$ cat src/verilog/tg_regs.vh
/*
  Register offsets, field positions, reset values and timing figures of the
  dual tone generator. Assumes an APB slave with 32-bit data and byte addresses.
*/
`ifndef TG_REGS_VH
`define TG_REGS_VH

// ****************************************************************
// Register map (byte addresses)
// ****************************************************************
`define TG_OFS_TONE_ONE 8'h00
`define TG_OFS_TONE_TWO 8'h04
`define TG_OFS_MODE 8'h08
`define TG_OFS_STATUS 8'h0C

// ****************************************************************
// Fields and reset values
// ****************************************************************
`define TG_DIV_W 8
`define TG_DIV_RESET 8'h00
`define TG_DIV_OFF 8'h00
`define TG_DIV_DC 8'h01
`define TG_MODE_HS_BIT 0
`define TG_MODE_RESET 1'b0
`define TG_ST_ONE_ACT 0
`define TG_ST_ONE_DC 1
`define TG_ST_TWO_ACT 2
`define TG_ST_TWO_DC 3
`define TG_ST_HS 4

// ****************************************************************
// Sample levels and timing
// ****************************************************************
`define TG_SAMPLE_MID 8'h80
`define TG_SAMPLE_OFF 8'h00
`define TG_SRC_HZ 85300
`define TG_CLK_HZ 40000000
`define TG_ACC_W 19

`endif

$ cat src/verilog/tg_tone_gen.v
/*
  One tone generator: steps a 32-point sine table over N source ticks.
  Assumes a one-cycle tick at the source rate and a code from a register.
*/
`timescale 1ns/1ps
`default_nettype none
`include "tg_regs.vh"

module tg_tone_gen #(
  parameter DIV_W = 8
) (
  input wire clk,
  input wire rst_n,
  input wire tick,
  input wire run,
  input wire [DIV_W-1:0] code,
  output reg [7:0] sample_reg,
  output reg active_reg,
  output reg dc_reg
);

  reg [DIV_W-1:0] cur_reg;
  reg [DIV_W-1:0] cnt_reg;
  wire [DIV_W+4:0] scaled;
  wire [DIV_W+4:0] quot;
  wire at_wrap;
  wire idle;

  // ****************************************************************
  // Sine lookup
  // ****************************************************************
  function [6:0] tg_quarter;
    input [3:0] j;
    begin
      case (j)
        4'h0: tg_quarter = 7'h00;
        4'h1: tg_quarter = 7'h19;
        4'h2: tg_quarter = 7'h31;
        4'h3: tg_quarter = 7'h47;
        4'h4: tg_quarter = 7'h5A;
        4'h5: tg_quarter = 7'h6A;
        4'h6: tg_quarter = 7'h75;
        4'h7: tg_quarter = 7'h7D;
        default: tg_quarter = 7'h7F;
      endcase
    end
  endfunction

  // Offset-binary sine built from one quarter by symmetry
  function [7:0] tg_sine;
    input [4:0] idx;
    reg [6:0] mag;
    reg [4:0] mirror;
    begin
      mirror = 5'h10 - {1'b0, idx[3:0]};
      mag = (idx[3:0] <= 4'h8) ? tg_quarter(idx[3:0]) : tg_quarter(mirror[3:0]);
      tg_sine = idx[4] ? (`TG_SAMPLE_MID - {1'b0, mag}) : (`TG_SAMPLE_MID + {1'b0, mag});
    end
  endfunction

  // Table index is (cnt*32+16)/N, so one full sine spans N ticks. Each
  // tick is read at the middle of its slot: at code two the points fall
  // at a quarter and three quarters of the period, not both at mid level.
  assign scaled = {cnt_reg, 5'h00} + {{DIV_W{1'b0}}, 5'h10};
  assign quot = (cur_reg > `TG_DIV_DC) ? (scaled / {5'h00, cur_reg}) : {(DIV_W+5){1'b0}};
  assign at_wrap = tick && (cnt_reg == cur_reg - 8'h01);
  assign idle = (cur_reg == `TG_DIV_OFF) || (cur_reg == `TG_DIV_DC);

  // ****************************************************************
  // Period counter and sample register
  // ****************************************************************
  // A running tone takes a new code only at a period boundary (off and bias
  // take it at once), so only clearing the mode bit cuts it halfway through its waveform.
  always @(posedge clk) begin
    if (!rst_n) begin
      cur_reg <= `TG_DIV_RESET;
      cnt_reg <= {DIV_W{1'b0}};
      sample_reg <= `TG_SAMPLE_OFF;
      active_reg <= 1'b0;
      dc_reg <= 1'b0;
    end else if (!run) begin
      cur_reg <= `TG_DIV_OFF;
      cnt_reg <= {DIV_W{1'b0}};
      sample_reg <= `TG_SAMPLE_OFF;
      active_reg <= 1'b0;
      dc_reg <= 1'b0;
    end else begin
      if (idle || at_wrap) begin
        cur_reg <= code;
        cnt_reg <= {DIV_W{1'b0}};
      end else if (tick) begin
        cnt_reg <= cnt_reg + 8'h01;
      end
      active_reg <= (cur_reg > `TG_DIV_DC);
      dc_reg <= (cur_reg == `TG_DIV_DC);
      if (cur_reg == `TG_DIV_OFF) begin
        sample_reg <= `TG_SAMPLE_OFF;
      end else if (cur_reg == `TG_DIV_DC) begin
        sample_reg <= `TG_SAMPLE_MID;
      end else begin
        sample_reg <= tg_sine(quot[4:0]);
      end
    end
  end

endmodule
`default_nettype wire

$ cat src/verilog/tg_top.v
/*
  Dual tone generator with APB register access: two divider registers,
  a mode register and a status register; sine samples out for a DAC.
  Assumes REF_CLK at 40 MHz, synchronous active-low reset, APB master.
*/
// Functional notes
// - Sine at 85.3 kHz divided by code
// - Code one gives steady DC bias
// - Code zero powers generator off
// - Tones run only in high-speed mode
// - Two generators independent, outputs mixed
// - One active code gives single tone
// - Second generator uses same encoding
`timescale 1ns/1ps
`default_nettype none
`include "tg_regs.vh"

module tg_top #(
  parameter DIV_W = 8,
  parameter ADDR_W = 8
) (
  input wire REF_CLK,
  input wire RST_N,
  input wire PSEL,
  input wire PENABLE,
  input wire PWRITE,
  input wire [ADDR_W-1:0] PADDR,
  input wire [31:0] PWDATA,
  output reg [31:0] PRDATA,
  output wire PREADY,
  output wire PSLVERR,
  output wire [7:0] TONE_ONE_SAMPLE,
  output wire [7:0] TONE_TWO_SAMPLE,
  output reg [8:0] TONE_MIX,
  output reg TONE_POWER
);

  // ****************************************************************
  // Source tick generation
  // ****************************************************************
  // Both rates are divided by 100 so the accumulator stays narrow
  localparam integer TICK_NUM_I = `TG_SRC_HZ / 100;
  localparam integer TICK_DEN_I = `TG_CLK_HZ / 100;
  localparam [`TG_ACC_W-1:0] TICK_NUM = TICK_NUM_I[`TG_ACC_W-1:0];
  localparam [`TG_ACC_W-1:0] TICK_DEN = TICK_DEN_I[`TG_ACC_W-1:0];

  reg [`TG_ACC_W-1:0] acc_reg;
  reg tick_reg;
  wire [`TG_ACC_W-1:0] acc_sum;

  reg [DIV_W-1:0] tone_one_divider_reg;
  reg [DIV_W-1:0] tone_two_divider_reg;
  reg high_speed_clock_select_reg;

  wire one_act;
  wire one_dc;
  wire two_act;
  wire two_dc;
  reg [7:0] status_byte;

  wire setup_ph;
  wire access_ph;
  wire hit_one;
  wire hit_two;
  wire hit_mode;
  wire hit_status;
  wire hit_any;

  // Never wraps: the largest remainder plus one step fits the width
  assign acc_sum = acc_reg + TICK_NUM;

  // Fractional accumulator: one tick per 40 MHz / 85.3 kHz on average.
  // Jitter is one REF_CLK period, far below audible effect.
  always @(posedge REF_CLK) begin
    if (!RST_N) begin
      acc_reg <= {`TG_ACC_W{1'b0}};
      tick_reg <= 1'b0;
    end else if (acc_sum >= TICK_DEN) begin
      acc_reg <= acc_sum - TICK_DEN;
      tick_reg <= 1'b1;
    end else begin
      acc_reg <= acc_sum;
      tick_reg <= 1'b0;
    end
  end

  // ****************************************************************
  // Register map
  // ****************************************************************
  // 0x00 first divider, 0x04 second divider: bits 7:0 hold the code N.
  //   N >= 2 runs a sine of 85.3 kHz / N, N = 1 holds the bias level,
  //   N = 0 powers the generator off.
  // 0x08 mode: bit 0 selects the high-speed clock; both tones stay
  //   silent while it is low, whatever codes are loaded.
  // 0x0C status, read only: bit 0/1 first generator running/bias,
  //   bit 2/3 second generator running/bias, bit 4 mode.
  // Upper bits read zero and are ignored on write; any other address
  // answers with an error and changes nothing.

  // ****************************************************************
  // APB address decode
  // ****************************************************************
  // Phase and address decode; each hit is a plain compare
  assign setup_ph = PSEL && !PENABLE;
  assign access_ph = PSEL && PENABLE;
  assign hit_one = (PADDR == `TG_OFS_TONE_ONE);
  assign hit_two = (PADDR == `TG_OFS_TONE_TWO);
  assign hit_mode = (PADDR == `TG_OFS_MODE);
  assign hit_status = (PADDR == `TG_OFS_STATUS);
  assign hit_any = hit_one || hit_two || hit_mode || hit_status;

  // Zero wait states; unmapped addresses and writes to status fail
  assign PREADY = 1'b1;
  assign PSLVERR = access_ph && (!hit_any || (PWRITE && hit_status));

  // ****************************************************************
  // Register writes
  // ****************************************************************
  // Each divider is written on its own, so either tone can be set
  // without disturbing the other one.
  always @(posedge REF_CLK) begin
    if (!RST_N) begin
      tone_one_divider_reg <= `TG_DIV_RESET;
      tone_two_divider_reg <= `TG_DIV_RESET;
      high_speed_clock_select_reg <= `TG_MODE_RESET;
    end else if (access_ph && PWRITE) begin
      if (hit_one) begin
        tone_one_divider_reg <= PWDATA[DIV_W-1:0];
      end else if (hit_two) begin
        tone_two_divider_reg <= PWDATA[DIV_W-1:0];
      end else if (hit_mode) begin
        high_speed_clock_select_reg <= PWDATA[`TG_MODE_HS_BIT];
      end
    end
  end

  // ****************************************************************
  // Register reads
  // ****************************************************************
  // Status bits sit where the header places them; spare bits read zero
  always @* begin
    status_byte = 8'h00;
    status_byte[`TG_ST_ONE_ACT] = one_act;
    status_byte[`TG_ST_ONE_DC] = one_dc;
    status_byte[`TG_ST_TWO_ACT] = two_act;
    status_byte[`TG_ST_TWO_DC] = two_dc;
    status_byte[`TG_ST_HS] = high_speed_clock_select_reg;
  end

  // Read data is captured in the setup cycle so it comes from a flop
  // and stands for the whole access cycle.
  // A read of an unmapped address returns zero.
  always @(posedge REF_CLK) begin
    if (!RST_N) begin
      PRDATA <= 32'h00000000;
    end else if (setup_ph && !PWRITE) begin
      if (hit_one) begin
        PRDATA <= {24'h000000, tone_one_divider_reg};
      end else if (hit_two) begin
        PRDATA <= {24'h000000, tone_two_divider_reg};
      end else if (hit_mode) begin
        PRDATA <= {31'h00000000, high_speed_clock_select_reg};
      end else if (hit_status) begin
        PRDATA <= {24'h000000, status_byte};
      end else begin
        PRDATA <= 32'h00000000;
      end
    end
  end

  // ****************************************************************
  // Tone generators
  // ****************************************************************
  // Both instances share one module, so the code meanings are identical
  // for the two dividers; they share the source tick and the mode bit as run.
  tg_tone_gen #(
    .DIV_W(DIV_W)
  ) u_tone_one (
    .clk(REF_CLK),
    .rst_n(RST_N),
    .tick(tick_reg),
    .run(high_speed_clock_select_reg),
    .code(tone_one_divider_reg),
    .sample_reg(TONE_ONE_SAMPLE),
    .active_reg(one_act),
    .dc_reg(one_dc)
  );

  tg_tone_gen #(
    .DIV_W(DIV_W)
  ) u_tone_two (
    .clk(REF_CLK),
    .rst_n(RST_N),
    .tick(tick_reg),
    .run(high_speed_clock_select_reg),
    .code(tone_two_divider_reg),
    .sample_reg(TONE_TWO_SAMPLE),
    .active_reg(two_act),
    .dc_reg(two_dc)
  );

  // ****************************************************************
  // Mixer and power indication
  // ****************************************************************
  // Plain sum of the two offset-binary samples; with one generator off
  // its zero sample leaves the other tone alone on the mix.
  // Nine bits hold the largest sum, so the mix never wraps.
  always @(posedge REF_CLK) begin
    if (!RST_N) begin
      TONE_MIX <= 9'h000;
      TONE_POWER <= 1'b0;
    end else begin
      TONE_MIX <= {1'b0, TONE_ONE_SAMPLE} + {1'b0, TONE_TWO_SAMPLE};
      TONE_POWER <= one_act || one_dc || two_act || two_dc;
    end
  end

endmodule
`default_nettype wire

$ cat config.mk
export PLATFORM = sky130hd
export DESIGN_NAME = tg_top
export DESIGN_NICKNAME = d
export VERILOG_FILES = /design/src/verilog/tg_tone_gen.v /design/src/verilog/tg_top.v
export VERILOG_INCLUDE_DIRS = /design/src /design/src/verilog
export SDC_FILE = /design/constraint.sdc
export NUM_CORES = 1
export LEC_CHECK = 0
export ABC_AREA = 1
export CAP_MARGIN = 0
export CORE_AREA = 2 2 167 169
export CTS_CLUSTER_SIZE = 24
export DETAILED_ROUTE_END_ITERATION = 8
export DIE_AREA = 0 0 169 171
export DONT_BUFFER_PORTS = 1
export HOLD_SLACK_MARGIN = 0.03
export PLACE_DENSITY = 0.72
export SYNTH_ARGS = -nofsm -noshare
export SYNTH_HDL_FRONTEND = slang
export SYNTH_SLANG_ARGS = --single-unit
$ cat constraint.sdc
create_clock -name REF_CLK -period 50.5 [get_ports REF_CLK]
set_input_delay 2.525 -clock REF_CLK [delete_from_list [all_inputs] [get_ports REF_CLK]]
set_output_delay 2.525 -clock REF_CLK [all_outputs]
set_load 0.005 [all_outputs]
After elaboration in Yosys (flattened, before gate mapping)
Memory sizes are Yosys's and may differ from the RTL's.
Cells that the tools add are included.

cells by class
  magnitude comparators = 5
  bitwise operators = 4
  reduce and logical (&&, ||, !) cells = 35
  divide/modulo/power cells = 2
  equal/unequal tests = 7
  multiplexer cells = 34
  add/sub/neg operators = 15

operators by type and width
  kind                                                                             number
  7-bit two-way mux                                                                22
  8-bit two-way mux                                                                6
  13-bit by 5-bit adder with 13-bit output, second input constant                  2
  13-bit by 8-bit divider with 13-bit output                                       2
  8-bit logical NOT                                                                3
  5-bit two-way mux                                                                4
  19-bit by 10-bit adder with 19-bit output, second input constant                 1
  19-bit greater-or-equal comparator, second input constant                        1
  19-bit two-way mux                                                               1
  19-bit subtractor, second input constant                                         1
  8-bit by 1-bit adder with 8-bit output, second input constant                    2
  8-bit by 7-bit adder with 8-bit output, first input constant                     2
  8-bit by 1-bit == test with 1-bit output, second input constant                  2
  8-bit by 4-bit == test with 1-bit output, second input constant                  2
  8-bit == test                                                                    2
  8-bit by 1-bit greater-than comparator with 1-bit output, second input constant  2
  8-bit by 1-bit subtractor with 8-bit output, second input constant               2
  8-bit by 7-bit subtractor with 8-bit output, first input constant                2
  3-bit OR reduction                                                               4
  1-bit logical OR                                                                 11
  8-bit by 8-bit adder with 9-bit output                                           1
  8-bit by 3-bit == test with 1-bit output, second input constant                  1
  4-bit <= comparator, second input constant                                       2
  1-bit logical AND                                                                8
  other kinds (8)                                                                  16

storage, ports and cells
  memory bits (read-only) = 224
  output and inout bits = 60
  register bits after elaboration = 131
  input port bits = 45
  memories = 4

memory list
  memory           depth  bits a word  read ports  clocked after memory_dff  wr ports  line              text
  (no name shown)  8      7            1           0                         0         tg_tone_gen.v:35  case (j)
  (no name shown)  8      7            1           0                         0         tg_tone_gen.v:35
  (no name shown)  8      7            1           0                         0         tg_tone_gen.v:35
  (no name shown)  8      7            1           0                         0         tg_tone_gen.v:35

Depth between registers and ports, before layout
Gate-level depths: netlist (run 1).
An unclocked memory read counts as a cell.

  word-level depth = 14
  depth in mapped cells = 171
  gate-level depth less buffers = 163

Cells and area by module
Synthesis (run 1) repeated with hierarchy kept, for this count alone.

unflattened totals
  cell total of the unflattened synthesis = 2252
  area, all modules = 14318.7 µm²

by module, submodules not included
  module                    cells each  area each (µm²)  sequential area each (µm²)  times used
  tg_tone_gen (u_tone_two)  878         5514.0           520.5                       1
  tg_tone_gen (u_tone_one)  859         5454.0           520.5                       1
  tg_top                    515         3350.7           1101.1                      1

Worst setup path before layout (run 1)
Ideal clock, no wire load.

  path kind = register to register
  from = register u_tone_one.cur_reg[0]
  to = register u_tone_one.sample_reg[6]
  arrival = 19.996 ns
  path slack = 30.389 ns
  buffers on the path = 8
  stages on the path, launching flop included = 165
  required time = 50.385 ns
  path through = dfxtp_1 buf_2 inv_1 ha_1 nor2_1 nor2_1 nand2_1 nand2_1 nand2_2 ha_1 o21ai_0 nand2_1 nand3_4 nand2_1 o21ai_1 ha_1 o21ai_0 nand2_1 [129 not listed] nand2_1 a211oi_1 nand2_1 nor2_1 nand3_2 nand2_2 ha_1 xor2_4 nand2_1 o21ai_0 nand4_1 nand2_1 ha_1 inv_1 nor2_2 nand3b_4 a21oi_1 nor2_1

between the ends
  word-level cells in the longest chain between the ends = 12
  elaborated cells on any way between the ends = 24
  classes of those cells = add/sub (3); div (1); order compare (2); eq/ne (1); mux (13); reduce/logical (2); memory (2)

RTL lines
  element                                                                                                                 line              text
  from (decl)                                                                                                             tg_tone_gen.v:22  reg [DIV_W-1:0] cur_reg;
  from (signal assigned)                                                                                                  tg_tone_gen.v:76  cur_reg <= `TG_DIV_RESET;
  from (signal assigned)                                                                                                  tg_tone_gen.v:82  cur_reg <= `TG_DIV_OFF;
  from (signal assigned)                                                                                                  tg_tone_gen.v:89  cur_reg <= code;
  13-bit by 8-bit divider with 13-bit output or 8-bit by 1-bit greater-than comparator with 1-bit output (tied branches)  --
  5-bit two-way mux                                                                                                       tg_tone_gen.v:65  assign quot = (cur_reg > `TG_DIV_DC) ? (scaled / {5'h00, cur_reg}) : {(DIV_W+5){1'b0}};
  1-bit by 4-bit subtractor with 4-bit output                                                                             tg_tone_gen.v:55  mirror = 5'h10 - {1'b0, idx[3:0]};
  memory read 8 x 7 bit                                                                                                   --
  7-bit two-way mux                                                                                                       tg_tone_gen.v:35
  7-bit two-way mux                                                                                                       tg_tone_gen.v:98  end else if (cur_reg == `TG_DIV_DC) begin
  7-bit two-way mux                                                                                                       tg_tone_gen.v:96  if (cur_reg == `TG_DIV_OFF) begin
  7-bit two-way mux                                                                                                       tg_tone_gen.v:81  end else if (!run) begin
  7-bit two-way mux                                                                                                       tg_tone_gen.v:75  if (!rst_n) begin
  7-bit two-way mux                                                                                                       tg_tone_gen.v:56  mag = (idx[3:0] <= 4'h8) ? tg_quarter(idx[3:0]) : tg_quarter(mirror[3:0]);
  8-bit by 7-bit adder with 8-bit output (no source line) or 8-bit by 7-bit subtractor with 8-bit output (tied branches)  --
  8-bit two-way mux                                                                                                       tg_tone_gen.v:57  tg_sine = idx[4] ? (`TG_SAMPLE_MID - {1'b0, mag}) : (`TG_SAMPLE_MID + {1'b0, mag});
  to (signal assigned)                                                                                                    tg_tone_gen.v:78  sample_reg <= `TG_SAMPLE_OFF;
  to (signal assigned)                                                                                                    tg_tone_gen.v:84  sample_reg <= `TG_SAMPLE_OFF;
  to (signal assigned)                                                                                                    tg_tone_gen.v:97  sample_reg <= `TG_SAMPLE_OFF;
  to (decl)                                                                                                               tg_tone_gen.v:17  output reg [7:0] sample_reg,

Parallel ways exist; a longest one is shown, timed or not. The select of a mux whose other input is x is not followed.
A chain may end at the register's enable or synchronous reset.

Worst setup path in the final report (run 1)
  from = register u_tone_one.cur_reg[0]
  to = register u_tone_one.sample_reg[4]

The elaborated chain is that of the path after synthesis.

==> results of run 1 <==
[worst max-delay path by stage]
stage / to / slack, ns / startpoint / cells after the start
floorplan: u_tone_one.sample_reg[6]$_SDFF_PP0_ / 30.39 / u_tone_one.cur_reg[0]$_SDFFE_PN0P_ / 164
finish: u_tone_one.sample_reg[4]$_SDFF_PP0_ / 27.43 / u_tone_one.cur_reg[0]$_SDFFE_PN0P_ / 156
detailed placement: u_tone_one.sample_reg[4]$_SDFF_PP0_ / 27.54 / u_tone_one.cur_reg[0]$_SDFFE_PN0P_ / 156
CTS: u_tone_one.sample_reg[4]$_SDFF_PP0_ / 27.43 / u_tone_one.cur_reg[0]$_SDFFE_PN0P_ / 156
global placement: u_tone_one.sample_reg[4]$_SDFF_PP0_ / 28.31 / u_tone_one.cur_reg[0]$_SDFFE_PN0P_ / 156
global route: u_tone_one.sample_reg[4]$_SDFF_PP0_ / 24.59 / u_tone_one.cur_reg[0]$_SDFFE_PN0P_ / 158
[cells in the final DEF (no fill, tap or decap), drive strengths merged, types with 27 or more instances in the layout]
master | netlist | routed
dfxtp | 107 | 107
nor3 | 27 | 27
nand2 | 436 | 436
nand3 | 121 | 121
a21oi | 118 | 118
ha | 182 | 182
xor2 | 87 | 87
inv | 271 | 274
nand4 | 32 | 32
nor2 | 179 | 179
xnor2 | 48 | 48
o21ai | 176 | 176
[per-stage QoR]
| step | setup WS (ns) | cell area [sq um] | total power [W] |
|---|---|---|---|
| final | 27.43 | 13900 | 0.000182 |
| after global placement | 28.31 | 13600 | 0.000109 |
| after detailed placement | 27.54 | 13600 | 0.000110 |
| after floorplan | 30.39 | 13500 | 0.000107 |
| after CTS | 27.43 | 13900 | 0.000183 |
| after global routing | 24.59 | 13900 | 0.000191 |
[area by class of cell]
| type | count | share of cell area |
|---|---|---|
| Timing Repair Buffer | 5 | 0.00269 |
| Multi-Input combinational cell | 1573 | 0.715 |
| Inverter | 273 | 0.0740 |
| Clock inverter | 6 | 0.00583 |
| Antenna cell | 5 | 0.000897 |
| Clock buffer | 10 | 0.0171 |
| Tap cell | 346 | 0.0310 |
| Sequential cell | 107 | 0.154 |
[layer usage]
layer  part of all wire  track usage  up-vias
met5            0.00065            0        -
met4              0.011       0.0342        4
met3              0.076       0.0571       33
met2               0.45        0.361      257
met1               0.46        0.273     5533
li1                   -            -     6487
[logic make-up after synthesis]
logic type	Yosys count
AND/OR/NAND/NOR	846
XOR/XNOR	135
other	2
adder cells (fa/ha/maj)	183
buffers and inverters	338
AO/OA/AOI/OAI	383
flip-flops	107
multiplexers	1
[worst reg2reg max path, delay by kind of cell (launching register included)]
family	cells	cell delay, ns
buffers and inverters	11	1.38
AOI/OAI and AO/OA	47	7.76
and+or+nand+nor	82	8.24
xor gates and xnor gates	1	0.24
adders and majority gates	15	4.75
DFF	1	0.64
[power by group through the flow]
stage	registers (W)	logic (W)	clock network, W
after detailed placement	0.0000909	0.0000187	0
after global routing	0.0000895	0.0000221	0.0000792
after global placement	0.0000909	0.0000182	0
final	0.0000889	0.0000189	0.0000743
after CTS	0.0000889	0.0000190	0.0000752
after floorplan	0.0000903	0.0000171	0
==> flow_summary.json, run 1 <==
{
  "status": "completed",
  "critPathKind": "reg2reg",
  "timing.rr.start": "u_tone_one.cur_reg[0]$_SDFFE_PN0P_",
  "ff2ff_setup_slack_ns": 27.43,
  "htree_levels": 3,
  "synth.distinct_cells": 68,
  "cts_setup_buffers": 0,
  "antenna_found_initial": 7,
  "drt-vias-per-instance": 5.30,
  "start_util": 0.492,
  "critical-path-top-delay-family": "simple AND/OR/NAND/NOR gates",
  "clk_pin_slew_ns": 0.07,
  "path_buf_inv": 11,
  "cts_tree": "done",
  "pwr-share-clk": 0.408,
  "cts.sinks": 107,
  "worstPathMaxFanout": 16,
  "drive_above_1_share": 0.0881,
  "finalMaxSlewViolations": 0,
  "crit_path_max_incr_delay_ns": 0.64,
  "first_iter_violations": 659,
  "synth_adder_area_share": 0.171,
  "fin_crit_ns": 23.07,
  "period_share": 0.457,
  "die_h_um": 171,
  "power_switching_w": 0.0000484,
  "clk_latency_ns": 0.35,
  "yosysSeqAreaShare": 0.159,
  "fin_nets": 2197,
  "fp.dieArea_sq_um": 28900,
  "clock_skew_ns": 0.00676,
  "netlist.area_leader.share": 0.169,
  "rr_worst_depth": 156,
  "core_area_sq_um": 27300,
  "cpMostUsedCell": "nand2_1",
  "required_ns": 50.75,
  "drc": 0,
  "grt_max_degree": 35,
  "p_per_area_nw_per_um2": 13.1,
  "gp_congestion": 0.919,
  "r2r-end": "u_tone_one.sample_reg[4]$_SDFF_PP0_",
  "hold-path-cell-count": 1,
  "timing.fmax_ghz": 0.0433,
  "avgRoutedWirePerCell_um": 13.2,
  "p_int_w": 0.000134,
  "arrival_ns": 23.32,
  "largest_reg_flops": 19,
  "dp_hpwl_um": 24700,
  "synth_top_area_cell": "ha_1",
  "rsz0062_at_grt": "false",
  "seqCellArea_sq_um": 2140,
  "ctsResizeCount": 0,
  "ys_ff_latch": 107,
  "cap_viol_max_count": 0,
  "fin_util": 0.510,
  "fin_cells": 2325,
  "grt_pass1_wl_um": 51800,
  "muxShareOfSynthArea": 0.00102,
  "peakVddDrop_uv": 20.9,
  "seq_power_share": 0.488,
  "numCtsBuffers": 9,
  "placedCellCount": 2304,
  "die_w_um": 169,
  "start_kind": "register",
  "power_switching_share": 0.265,
  "relSlewSlack": 0.324,
  "synthTopCellsByCount": "nand2_1, inv_1, ha_1, nor2_1, o21ai_0",
  "synth-compound-area-share": 0.166,
  "leakagePower_nw": 6.73,
  "multiInputGateArea_sq_um": 9970,
  "vias": 12314,
  "power_frac_comb": 0.104,
  "post-synth-top-count-cell": "nand2_1",
  "clock_path_buffers": 2,
  "pin_count": 105,
  "cts_hold_buf": 0,
  "rows": 61,
  "whs_endpoint": "acc_reg[0]$_SDFF_PN0_",
  "cts_root_buffer": "clkbuf_16",
  "setup_violations": 0,
  "ys_warn_count": 0,
  "critical_path.slowest_cell": "dfxtp_1",
  "synth_area_sq_um": 13400,
  "grt-ovfl-total": 0,
  "fillers": 2635,
  "syn-mean-instance-area_sq_um": 6.74,
  "fin_tns_setup_ns": 0,
  "synth.area.top_cells": "ha_1, dfxtp_1, nand2_1, inv_1, xor2_1",
  "wirelength_um": 30700,
  "finalHoldViolations": 0,
  "synthArstFlopShare": 0,
  "synth-simple-area-share": 0.307,
  "ys.flop_type": "dfxtp_1",
  "drtAntennaViolNets": 0,
  "area_growth_syn_to_layout_pct": 3.76,
  "synth_xor_area_frac": 0.0899,
  "end_kind": "register",
  "first_global_vias": 11342,
  "netlist_instances": 1995,
  "io_buffers": 0,
  "fin_hold_ws_ns": 0.453,
  "dr.pass1.iters": 5,
  "hold_class": "reg2reg",
  "worstMarginPinSlew_ns": 1.01,
  "worstHoldStart": "acc_reg[0]$_SDFF_PN0_",
  "synth-edff-count": 0,
  "track_usage": 0.212,
  "synth_top_family_by_area": "simple AND/OR/NAND/NOR gates"
}
(Power assumes the default switching activity.)
==> inputs of run 2 (changes only) <==
Settings changed: PLACE_DENSITY 0.72 to 0.74.
Clock period 50.5 ns to 18.45 ns, I/O delays scaled along.
==> flow_summary.json, run 2 (synthesis results as in run 1) <==
{
  "multiInputGateArea_sq_um": 11400,
  "power_w": 0.000497,
  "cts_hold_buf": 0,
  "critical_path.slowest_cell": "dfxtp_2",
  "cap_viol_max_count": 0,
  "clk_pin_slew_ns": 0.08,
  "clock_path_buffers": 2,
  "pin_count": 105,
  "vias": 14135,
  "critPathKind": "reg2reg",
  "period_share": 1.03,
  "antenna_cells": 0,
  "worstPathMaxFanout": 6,
  "finalHoldViolations": 0,
  "leakagePower_nw": 8.43,
  "io_buffers": 0,
  "final_cell_mix": "nand2_1, buf_4, inv_1",
  "required_ns": 18.71,
  "drtAntennaViolNets": 0,
  "largest_reg_flops": 19,
  "fp.dieArea_sq_um": 28900,
  "start_util": 0.492,
  "numCtsBuffers": 9,
  "dr.pass1.iters": 6,
  "avgRoutedWirePerCell_um": 14.7,
  "rows": 61,
  "p_per_area_nw_per_um2": 28.1,
  "drc": 0,
  "die_w_um": 169,
  "worstMarginPinSlew_ns": 0.997,
  "hold_class": "reg2reg",
  "wirelength_um": 38600,
  "dp_hpwl_um": 26800,
  "setup_ws_ns": -0.478,
  "setup_violations": 8,
  "antenna_found_initial": 0,
  "violations": "negative setup slack",
  "grt-ovfl-total": 0,
  "fin_util": 0.648,
  "start_kind": "register",
  "gp_congestion": 0.889,
  "timing.fmax_ghz": 0.0528,
  "rsz0062_at_grt": "true",
  "status": "finished with violations",
  "finalMaxSlewViolations": 0,
  "final_common_cell": "nand2_1",
  "peakVddDrop_uv": 41.2,
  "cts.sinks": 107,
  "relSlewSlack": 0.333,
  "fillers": 2169,
  "cts_root_buffer": "clkbuf_16",
  "grt_max_degree": 35,
  "htree_levels": 3,
  "drt-vias-per-instance": 5.40,
  "seqCellArea_sq_um": 2150,
  "clk_latency_ns": 0.37,
  "first_iter_violations": 790,
  "arrival_ns": 19.18,
  "cts_tree": "done",
  "first_global_vias": 12534,
  "die_h_um": 171,
  "fin_crit_ns": 18.93,
  "end_kind": "register",
  "fin_hold_ws_ns": 0.452,
  "area_growth_syn_to_layout_pct": 31.7,
  "drive_above_1_share": 0.324,
  "clock_skew_ns": 0.0143,
  "grt_pass1_wl_um": 57600,
  "crit_path_max_incr_delay_ns": 0.36,
  "core_area_sq_um": 27300,
  "cpMostUsedCell": "nand2_2",
  "track_usage": 0.237,
  "fin_nets": 2493
}
run 2: cell types whose count changed in the layout (fill, tap and decap cells not counted), sizes merged:
cell	previous run	this run
buf	5	299
diode	5	0
bufinv	1	0
clkbuf	10	9
clkinv	4	5
clkinvlp	0	1
nand2	436	437
nor2	179	180
run 2: routing by layer:
layer / global-route usage / share of wire / wire length (um)
met4: 0.0687 / 0.022 / 843
met3: 0.0273 / 0.055 / 2100
met5: 0 / 0 / 0
met1: 0.303 / 0.42 / 16300
met2: 0.422 / 0.50 / 19300
run 2: path summary, 6_finish.rpt:
kind         slack, ns                                  end                               start  depth (start not counted)
max              -0.48  u_tone_one.sample_reg[4]$_SDFF_PP0_  u_tone_one.cur_reg[0]$_SDFFE_PN0P_                        159
min               0.45                acc_reg[0]$_SDFF_PN0_               acc_reg[0]$_SDFF_PN0_                          1
max reg2reg      -0.48  u_tone_one.sample_reg[4]$_SDFF_PP0_  u_tone_one.cur_reg[0]$_SDFFE_PN0P_                        159
min reg2reg       0.45                acc_reg[0]$_SDFF_PN0_               acc_reg[0]$_SDFF_PN0_                          1
run 2: cell type report:
class / count / area share
timing repair buffer: 299 / 0.132
tap: 346 / 0.0245
inverter: 273 / 0.0613
sequential: 107 / 0.121
clock inverter: 7 / 0.00459
clock buffer: 9 / 0.0127
multi-input combinational: 1575 / 0.644
run 2: metrics by stage:
step / area [sq um] / std cells / setup WS, ns / setup TNS (ns)
after floorplan: 13800 / 2018 / -0.674 / -3.77
after global placement: 15300 / 2509 / -0.0386 / -0.0570
after detailed placement: 15300 / 2509 / -0.610 / -7.49
after CTS: 16100 / 2553 / 0.0111 / 0
after global routing: 17700 / 2616 / -1.84 / -20.75
final: 17700 / 2616 / -0.478 / -3.15
run 2: what timing repair did:
item                                    CTS  global route
endpoints found under the setup margin   16            16
gates resized for setup                  59           290
pin swaps                                60           265
cloned                                    2             0
setup buffers                            26            65
run 2: where the power goes:
group	total, W	internal [W]	leakage (nW)	switching, W
combinational	0.0000550	0.0000180	7.41	0.0000370
sequential	0.000244	0.000238	0.868	0.00000591
clock	0.000199	0.0000979	0.150	0.000101
total	0.000497	0.000353	8.43	0.000144
run 2: worst max-delay path: cells and delay by family, from the launching register on:
kind / cells / cell delay, ns
compound gates: 45 / 5.93
xor+xnor: 1 / 0.08
fa+ha+maj: 15 / 3.93
buf+inv: 14 / 1.13
flops: 1 / 0.36
simple gates: 84 / 7.36
